**src/design/csi_slave_defines.svh**
```systemverilog
`ifndef CSI_SLAVE_DEFINES_SVH
`define CSI_SLAVE_DEFINES_SVH

`define AXI_AW 8
`define OFS_MODE 8'h00
`define OFS_SO_LEVEL 8'h04
`define OFS_SO_ENABLE 8'h08
`define OFS_P1_LATCH 8'h0C
`define OFS_P1_DIR 8'h10
`define OFS_IF_HIGH 8'h14
`define OFS_MK_HIGH 8'h18
`define OFS_START 8'h1C
`define OFS_STATUS 8'h20
`define OFS_DATA 8'h24
`define OFS_ALIAS 8'h28
`define OFS_EV_STAT 8'h2C
`define OFS_EV_MASK 8'h30
`define OFS_STOP 8'h34

`define RESP_OKAY 2'h0
`define RESP_SLVERR 2'h2

`define BIT_XFER_END 5
`define BIT_TSF 6
`define BIT_START 0
`define PIN_SCK 0
`define PIN_SI 1
`define PIN_SO 2
`define EV_END 0
`define EV_REFUSED 1

`define DLS_7BIT 2'h2
`define DLS_8BIT 2'h3
`define LEN_7 4'h7
`define LEN_8 4'h8
`define TXRX_OFF 2'h0
`define TXRX_RX_ONLY 2'h1

`define MODE_RESET 6'h03
`define P1_LATCH_RESET 8'h00
`define P1_DIR_RESET 8'hFF
`define MASK_RESET 8'hFF
`define EV_MASK_RESET 2'h3

// Half period of the internal shift clock; a least time, so it rounds up
`define INT_HALF_NS 50
`define CLK_NS 5
`define INT_HALF_CYC ((`INT_HALF_NS + `CLK_NS - 1) / `CLK_NS)

`endif

```
**src/design/csi_slave_pkg.sv**
```systemverilog
package csi_slave_pkg;
	typedef enum logic [1:0] {CH_STOPPED, CH_WAIT, CH_SHIFT} chan_state_t;

	typedef struct packed {
		logic [1:0] txrx;
		logic bit_order_select;
		logic transfer_clock_select;
		logic [1:0] frame_length_sel;
	} chan_mode_t;

	typedef struct packed {
		logic awvalid;
		logic [7:0] awaddr;
		logic wvalid;
		logic [31:0] wdata;
		logic [3:0] wstrb;
		logic bready;
		logic arvalid;
		logic [7:0] araddr;
		logic rready;
	} axil_req_t;

	typedef struct packed {
		logic awready;
		logic wready;
		logic bvalid;
		logic [1:0] bresp;
		logic arready;
		logic rvalid;
		logic [31:0] rdata;
		logic [1:0] rresp;
	} axil_rsp_t;
endpackage

```
**src/design/csi_slave.sv**
```systemverilog
// Notes on behaviour
// Length field 10 gives 7-bit frame, 11 gives 8-bit; others never start.
// Software never picks the 9-bit length in this mode.
// Output level bit drives data output pin low for 0, high for 1.
// With output drive disabled the pin simply shows the output level bit.
// With output drive enabled the pin carries the shifted data during a frame; here only while transmit (enable pair bit 1) is on.
// Direction bit 0 turns the pin driver on, 1 makes it an input.
// Latch sets driven level; read in input mode returns the pin level.
// Transfer-end flag at bit 5 shows a pending request; software clears it.
// Transfer-end mask at bit 5 blocks the request from the interrupt when 1.
// Start bit 1 enables the channel and waits for communication; 0 is ignored.
// Start trigger register always reads zero.
// Status bit 6 is high exactly while a frame is being shifted.
// Writing low data byte loads transmit data and starts the frame.
// Byte alias reaches the same low data byte.
// Clock select 1 shifts on the pin clock, 0 on the internal divided clock.
// Order bit 0 shifts most significant bit first, 1 least first.
// Enable pair 00 off, 01 receive only, 10 transmit only, 11 both.
// Frame end stores received bits, clears active flag, raises transfer-end flag.
//
// Our own choices: the placing of the registers and register access over AXI4-Lite.
`timescale 1ns/100ps
`include "csi_slave_defines.svh"

module csi_slave (
	input wire logic aclk,
	input wire logic aresetn,
	input wire csi_slave_pkg::axil_req_t axi_req,
	output csi_slave_pkg::axil_rsp_t axi_rsp,
	input wire logic [7:0] port_pin_in,
	output logic [7:0] port_pin_out,
	output logic [7:0] port_pin_oe_n,
	output logic irq
);
	import csi_slave_pkg::*;

	typedef struct packed {
		axil_rsp_t rsp;
		logic aw_held;
		logic [7:0] aw_addr;
		logic w_held;
		logic [31:0] w_data;
		logic [3:0] w_strb;
		chan_mode_t mode;
		logic so_level;
		logic so_en;
		logic [7:0] p_latch;
		logic [7:0] p_dir;
		logic [7:0] if_h;
		logic [7:0] mk_h;
		logic ch_en;
		chan_state_t cst;
		logic [7:0] tx;
		logic [7:0] rx;
		logic [7:0] data;
		logic [3:0] cnt;
		logic sck_prev;
		logic [7:0] div;
		logic int_sck;
		logic [1:0] ev_stat;
		logic [1:0] ev_mask;
		logic [7:0] pin_out;
		logic [7:0] pin_oe_n;
		logic irq;
	} state_t;

	state_t s_r;
	state_t s_nxt;

	function automatic logic [3:0] frame_len(input logic [1:0] dls);
		frame_len = (dls == `DLS_7BIT) ? `LEN_7 : `LEN_8;
	endfunction

	// Position in the byte of the bit handled at count c
	function automatic logic [2:0] bit_pos(input logic [3:0] c, input logic [1:0] dls,
			input logic lsb_first);
		logic [3:0] p;
		p = lsb_first ? c : frame_len(dls) - 4'h1 - c;
		bit_pos = p[2:0];
	endfunction

	function automatic logic addr_ok(input logic [7:0] a);
		addr_ok = (a[1:0] == 2'h0) && (a <= `OFS_STOP);
	endfunction

	function automatic logic [15:0] merge16(input logic [15:0] old, input logic [31:0] d,
			input logic [3:0] st);
		merge16 = {st[1] ? d[15:8] : old[15:8], st[0] ? d[7:0] : old[7:0]};
	endfunction

	function automatic logic [31:0] rd_word(input state_t s, input logic [7:0] a,
			input logic [7:0] pins);
		rd_word = 32'h0000_0000;
		case (a)
			`OFS_MODE: rd_word[5:0] = s.mode;
			`OFS_SO_LEVEL: rd_word[0] = s.so_level;
			`OFS_SO_ENABLE: rd_word[0] = s.so_en;
			`OFS_P1_LATCH: rd_word[7:0] = (s.p_dir & pins) | (~s.p_dir & s.p_latch);
			`OFS_P1_DIR: rd_word[7:0] = s.p_dir;
			`OFS_IF_HIGH: rd_word[7:0] = s.if_h;
			`OFS_MK_HIGH: rd_word[7:0] = s.mk_h;
			`OFS_STATUS: rd_word[`BIT_TSF] = (s.cst == CH_SHIFT);
			`OFS_DATA, `OFS_ALIAS: rd_word[7:0] = s.data;
			`OFS_EV_STAT: rd_word[1:0] = s.ev_stat;
			`OFS_EV_MASK: rd_word[1:0] = s.ev_mask;
			default: rd_word = 32'h0000_0000; // Start and stop triggers read zero
		endcase
	endfunction

	logic wr_fire;
	logic rd_fire;
	logic frame_end;
	assign wr_fire = s_r.aw_held && s_r.w_held && !s_r.rsp.bvalid;
	assign rd_fire = axi_req.arvalid && s_r.rsp.arready;

	always_comb begin
		logic [15:0] m;
		logic sck;
		logic rise;
		logic [2:0] pos;
		logic so_val;
		logic txe;
		logic rxe;
		s_nxt = s_r;
		m = 16'h0000;
		sck = 1'b1;
		rise = 1'b0;
		pos = 3'h0;
		so_val = 1'b0;
		frame_end = 1'b0;
		txe = s_r.mode.txrx[1];
		rxe = s_r.mode.txrx[0];

		// Write address and data may arrive in either order
		if (axi_req.awvalid && s_r.rsp.awready) begin
			s_nxt.aw_held = 1'b1;
			s_nxt.aw_addr = axi_req.awaddr;
		end
		if (axi_req.wvalid && s_r.rsp.wready) begin
			s_nxt.w_held = 1'b1;
			s_nxt.w_data = axi_req.wdata;
			s_nxt.w_strb = axi_req.wstrb;
		end
		if (s_r.rsp.bvalid && axi_req.bready) begin
			s_nxt.rsp.bvalid = 1'b0;
		end
		if (s_r.rsp.rvalid && axi_req.rready) begin
			s_nxt.rsp.rvalid = 1'b0;
		end

		if (rd_fire) begin
			s_nxt.rsp.rvalid = 1'b1;
			s_nxt.rsp.rdata = rd_word(s_r, axi_req.araddr, port_pin_in);
			s_nxt.rsp.rresp = addr_ok(axi_req.araddr) ? `RESP_OKAY : `RESP_SLVERR;
			if (axi_req.araddr == `OFS_EV_STAT) begin
				s_nxt.ev_stat = 2'h0;
			end
		end

		if (wr_fire) begin
			s_nxt.aw_held = 1'b0;
			s_nxt.w_held = 1'b0;
			s_nxt.rsp.bvalid = 1'b1;
			s_nxt.rsp.bresp = addr_ok(s_r.aw_addr) ? `RESP_OKAY : `RESP_SLVERR;
			m = merge16(16'h0000, s_r.w_data, s_r.w_strb);
			case (s_r.aw_addr)
				`OFS_MODE: if (s_r.w_strb[0]) s_nxt.mode = m[5:0];
				`OFS_SO_LEVEL: if (s_r.w_strb[0]) s_nxt.so_level = m[0];
				`OFS_SO_ENABLE: if (s_r.w_strb[0]) s_nxt.so_en = m[0];
				`OFS_P1_LATCH: if (s_r.w_strb[0]) s_nxt.p_latch = m[7:0];
				`OFS_P1_DIR: if (s_r.w_strb[0]) s_nxt.p_dir = m[7:0];
				`OFS_IF_HIGH: if (s_r.w_strb[0]) s_nxt.if_h = m[7:0];
				`OFS_MK_HIGH: if (s_r.w_strb[0]) s_nxt.mk_h = m[7:0];
				`OFS_EV_MASK: if (s_r.w_strb[0]) s_nxt.ev_mask = m[1:0];
				`OFS_START: begin
					if (m[`BIT_START]) begin
						s_nxt.ch_en = 1'b1;
						s_nxt.cst = CH_WAIT;
						s_nxt.cnt = 4'h0;
					end
				end
				`OFS_STOP: begin
					if (m[`BIT_START]) begin
						s_nxt.ch_en = 1'b0;
						s_nxt.cst = CH_STOPPED;
					end
				end
				`OFS_DATA, `OFS_ALIAS: begin
					if (s_r.w_strb[0]) begin
						// A write mid-frame would corrupt the shifter, so it is refused
						if (s_r.cst == CH_WAIT && s_r.mode.frame_length_sel[1] &&
								s_r.mode.txrx != `TXRX_OFF) begin
							s_nxt.tx = m[7:0];
							s_nxt.cst = CH_SHIFT;
							s_nxt.cnt = 4'h0;
							s_nxt.int_sck = 1'b1;
							s_nxt.div = 8'h00;
						end else begin
							s_nxt.ev_stat[`EV_REFUSED] = 1'b1;
						end
					end
				end
				default: begin
				end
			endcase
		end

		// Internal clock runs only while a frame is shifting
		if (s_r.cst == CH_SHIFT && !s_r.mode.transfer_clock_select) begin
			if (s_r.div == 8'(`INT_HALF_CYC - 1)) begin
				s_nxt.div = 8'h00;
				s_nxt.int_sck = !s_r.int_sck;
			end else begin
				s_nxt.div = s_r.div + 8'h01;
			end
		end
		sck = s_r.mode.transfer_clock_select ? port_pin_in[`PIN_SCK] : s_r.int_sck;
		s_nxt.sck_prev = sck;
		rise = sck && !s_r.sck_prev;
		pos = bit_pos(s_r.cnt, s_r.mode.frame_length_sel, s_r.mode.bit_order_select);

		// Receive-only waits for the master's first edge, no data write needed
		if (rise && s_r.cst == CH_WAIT && s_r.mode.txrx == `TXRX_RX_ONLY &&
				s_r.mode.transfer_clock_select && s_r.mode.frame_length_sel[1]) begin
			s_nxt.cst = CH_SHIFT;
			s_nxt.cnt = 4'h0;
		end
		if (rise && (s_r.cst == CH_SHIFT || s_nxt.cst == CH_SHIFT && s_r.cst == CH_WAIT &&
				s_r.mode.txrx == `TXRX_RX_ONLY)) begin
			if (rxe) begin
				s_nxt.rx[pos] = port_pin_in[`PIN_SI];
			end
			s_nxt.cnt = s_r.cnt + 4'h1;
			if (s_r.cnt + 4'h1 == frame_len(s_r.mode.frame_length_sel)) begin
				frame_end = 1'b1;
				s_nxt.data = s_nxt.rx;
				if (s_r.mode.frame_length_sel == `DLS_7BIT) begin
					s_nxt.data[7] = 1'b0;
				end
				s_nxt.cst = CH_WAIT;
				s_nxt.cnt = 4'h0;
			end
		end
		if (s_r.mode.txrx == `TXRX_OFF && s_r.cst == CH_SHIFT) begin
			s_nxt.cst = CH_WAIT;
		end
		if (!s_nxt.ch_en) begin
			s_nxt.cst = CH_STOPPED;
		end

		// Hardware sets come last so they win over a same-cycle clear
		if (frame_end) begin
			s_nxt.if_h[`BIT_XFER_END] = 1'b1;
			s_nxt.ev_stat[`EV_END] = 1'b1;
		end

		so_val = (s_nxt.so_en && txe && s_nxt.cst == CH_SHIFT) ?
			s_nxt.tx[bit_pos(s_nxt.cnt, s_nxt.mode.frame_length_sel,
			s_nxt.mode.bit_order_select)] : s_nxt.so_level;
		s_nxt.pin_out = s_nxt.p_latch;
		s_nxt.pin_out[`PIN_SO] = s_nxt.p_latch[`PIN_SO] & so_val;
		s_nxt.pin_oe_n = s_nxt.p_dir;
		s_nxt.irq = (s_nxt.if_h[`BIT_XFER_END] & ~s_nxt.mk_h[`BIT_XFER_END]) |
			(|(s_nxt.ev_stat & ~s_nxt.ev_mask));

		s_nxt.rsp.awready = !s_nxt.aw_held && !s_nxt.rsp.bvalid;
		s_nxt.rsp.wready = !s_nxt.w_held && !s_nxt.rsp.bvalid;
		s_nxt.rsp.arready = !s_nxt.rsp.rvalid;
	end

	always_ff @(posedge aclk) begin
		if (!aresetn) begin
			s_r <= '0;
			s_r.mode <= `MODE_RESET;
			s_r.p_latch <= `P1_LATCH_RESET;
			s_r.p_dir <= `P1_DIR_RESET;
			s_r.pin_oe_n <= `P1_DIR_RESET;
			s_r.mk_h <= `MASK_RESET;
			s_r.ev_mask <= `EV_MASK_RESET;
			s_r.cst <= CH_STOPPED;
			s_r.sck_prev <= 1'b1;
			s_r.int_sck <= 1'b1;
		end else begin
			s_r <= s_nxt;
		end
	end

	assign axi_rsp = s_r.rsp;
	assign port_pin_out = s_r.pin_out;
	assign port_pin_oe_n = s_r.pin_oe_n;
	assign irq = s_r.irq;
endmodule

```
**config.mk**
```make
export PLATFORM = sky130hd
export DESIGN_NAME = csi_slave
export DESIGN_NICKNAME = d
export VERILOG_FILES = /design/src/design/csi_slave_pkg.sv /design/src/design/csi_slave.sv
export VERILOG_INCLUDE_DIRS = /design/src /design/src/design
export SDC_FILE = /design/constraint.sdc
export NUM_CORES = 1
export LEC_CHECK = 0
export BUFFER_PORTS_ARGS = -buffer_cell sky130_fd_sc_hd__buf_2
export CORE_MARGIN = 8
export CORE_UTILIZATION = 45
export DETAILED_ROUTE_END_ITERATION = 10
export GPL_ROUTABILITY_DRIVEN = 0
export PLACE_DENSITY_LB_ADDON = 0.25
export SETUP_SLACK_MARGIN = 0.2
export SLEW_MARGIN = 20
export SYNTH_ARGS = -nofsm -noshare
export SYNTH_HDL_FRONTEND = slang
export SYNTH_SLANG_ARGS = --single-unit
```
**constraint.sdc**
```tcl
create_clock -name aclk -period 9.3 [get_ports aclk]
set_input_delay 0.93 -clock aclk [delete_from_list [all_inputs] [get_ports aclk]]
set_output_delay 0.93 -clock aclk [all_outputs]
set_load 0.005 [all_outputs]
```
==> impl_results.md <==
* Die Wd at 137 um
* Status: complete, no violations
* Post-Syn Area at around 0.0065 mm^2
* Clk Latency, worst-skew pair at between 0.4 and 0.5 ns
* Worst VDD drop at ~140 uV
* Starting density of the core at 45.5%
* Layout cells sized above 1 at between 15 and 20%
* RSZ-0062 raised after global routing: no
* Slew Limit Headroom at between 30 and 40%
* Worst Path Max Fanout at 20
* Overflow after GRT at 0
* Core area at approximately 0.014 mm^2
* Post-CTS setup buffers at 0
* Clk root buf: clkbuf_16
* CP peak stage delay at 0.59 ns
* Sink Count at 121
* Fmax at about 240 MHz
* Worst Path Buf+Inv at 0
* P per Cell Area at about 170 mW/mm^2
* Fin crit share at between 40% and 50%
* Register area share after synthesis at about 37%
* Iter 0 DRT Violations at ~390
* Placed cell area at ~0.0067 mm^2
* Num CTS Buffers at 17
* DR pass1 iterations at 5
* Die Y at 137 um
* Worst EP arrival at between 4 and 5 ns
* Yosys warns at 0
* CTS tree: done
* Post-synthesis cell type count at 69
* CP endpoint kind: flip-flop
* Number of global-route vias before repair at 5,064
* Total die area at about 0.019 mm^2
* CP cell instances: nor4_1, and4_1, a22o_1, nand3_1, o21a_1, ha_1, fa_1, nor2_1, a21oi_2, mux4_2, mux2i_1, a31oi_1, o22ai_1
* Post-route ant nets at 0
* Area Overhead vs Synth at 11.0%
* Top_reg_cell synth: dfxtp_1
* Total number of vias at 5,459
* I/O Pins at 125
* Vias per cell at between 5 and 6
* Final Cell Area at 0.00726 mm^2
* Max-Cap Viols at 0
* Final Hold Vio Count at 0
* Slew @ Worst Pin at a little under 1 ns
* Bufs on Longest Clock Path at 2
* Final setup viols at 0
* DRC at 0
* Synth Area per Inst at approximately 8.3 um^2
* Average wire per standard cell at ~16 um
* CTS Hold Bufs at 0
* Async S/R FF share, synth at 0%
* Post-synthesis instance total at about 800
* Clk pin slew, worst setup/hold paths at roughly 0.060 ns
* Nets@finish at 886
* CP top delay family: compound AO/OA/AOI/OAI gates
* Leakage at around 0.0031 uW
* Largest net degree at the start of global routing at 96
* WHS at between 0.4 and 0.5 ns
* CTS resizes at 0
* #FFs+latches synth at approximately 120
* Min cycle time layout at between 4 and 5 ns
* WS Path Type: flip-flop to flip-flop
* HP Class: flip-flop to flip-flop
* N_diodes at 0
* IO Port Bufs at 71
* HPWL after DPL at between 10,000 and 15,000 um
* GRT Overall Usage at ~18%
* Initial antenna violation count at 0
* Power, Total at 1240 uW
* Drt total wl at 16,600 um
* EDFF count, synth at 0
* CP required at roughly 9.7 ns
* Worst clock skew at 0.0179 ns
* Setup_tns at 0 ns
* Critical Path Start Type: flip-flop
* CTS H-tree lvls at 4
* Slew Limit Fails at 0
* Row count at 44
* CP max-delay cell: a22o_1
* First-pass GRT wire length at about 27,000 um
==> kinds of logic after synthesis <==
group                      share of synthesized area, %
AOI/OAI and AO/OA                                  17.7
xor gates and xnor gates                           1.21
adders and majority gates                          1.57
buffers and inverters                              10.0
DFF                                                37.0
muxes                                              7.52
other                                            0.0574
and+or+nand+nor                                    24.9
==> worst paths after layout <==
kind | start | to | slack (ns) | depth (start not counted)
min reg2reg | s_r[29] | s_r[29] | 0.46 | 1
min | s_r[29] | s_r[29] | 0.46 | 1
max reg2reg | s_r[139] | port_pin_out[2] | 5.09 | 13
max | s_r[139] | port_pin_out[2] | 5.09 | 13
==> per-stage QoR <==
stage               setup slack, ns  std cells  utilization [%]
floorplan                      5.40        814                -
global placement               4.83        977             46.5
detailed placement             4.85        977             46.5
CTS                            5.10       1009             50.5
global route                   4.72       1009             50.5
finish                         5.09       1009             50.5
==> state kept, by name (all words and copies together) (netlist names) <==
name           count
axi_rsp           15
s_r               96
port_pin_oe_n      8
irq                1
port_pin_out       1
==> cells in the final DEF, fill, tap and decap left out, drive strengths merged, types with 14 or more instances in the layout <==
master / count
conb: 26
clkbuf: 17
nor2: 42
a21oi: 21
o21ai: 26
o211a: 16
a21boi: 34
nand3: 39
inv: 21
nor2b: 26
a31oi: 14
buf: 76
and2: 14
mux2i: 40
dfxtp: 121
nand2: 142
==> where the power goes <==
part / switching [uW] / internal, uW / total (uW) / leakage (uW)
combinational: 36.2 / 24.6 / 60.7 / 0.00189
clock: 247 / 393 / 640 / 0.000275
sequential: 11.8 / 527 / 539 / 0.000980
total: 295 / 945 / 1240 / 0.00315
==> synth_stat cells, drive strengths merged (6+ instances only) <==
cell type / count / share of area [%]
a31oi: 14 / 1.3
nor3b: 6 / 0.69
dfxtp: 121 / 37
nor4: 10 / 1.2
nor2: 42 / 2.4
nand2: 142 / 8.2
nand3: 39 / 3.1
a21oi: 21 / 1.7
o211a: 16 / 2.4
nor2b: 26 / 2.5
nand3b: 6 / 0.69
buf: 59 / 6.7
inv: 20 / 1.1
o21ai: 26 / 2.0
a221oi: 8 / 1.1
a21boi: 34 / 3.9
and3: 6 / 0.57
clkbuf: 38 / 2.2
and2: 14 / 1.3
mux2i: 40 / 6.3
nand2b: 11 / 1.1
==> layer usage <==
| layer | vias up | global-route usage (%) | wire, um |
|---|---|---|---|
| met2 | 147 | 27.2 | 7410 |
| li1 | 2736 | - | - |
| met5 | - | 0 | 0 |
| met4 | 0 | 6.59 | 239 |
| met3 | 16 | 4.19 | 959 |
| met1 | 2560 | 24.8 | 8000 |
==> worst register-to-register path: cells and delay by family, from the launching register on <==
kind | cells | cell delay (ns)
flip-flops | 1 | 0.37
adder cells (fa/ha/maj) | 2 | 0.71
multiplexers | 2 | 0.67
AND/OR/NAND/NOR | 4 | 1.15
AO/OA/AOI/OAI | 5 | 1.21
==> cell type report <==
| class | instances | area, um^2 |
|---|---|---|
| clock buffers | 17 | 425 |
| repair buffers | 76 | 393 |
| fillers | 1418 | 7110 |
| clock inverters | 15 | 154 |
| flip-flops and latches | 121 | 2420 |
| inverters | 20 | 75.1 |
| multi-input cells | 576 | 3560 |
| well taps | 184 | 230 |
Note: power is estimated with default switching activity, not from simulation.
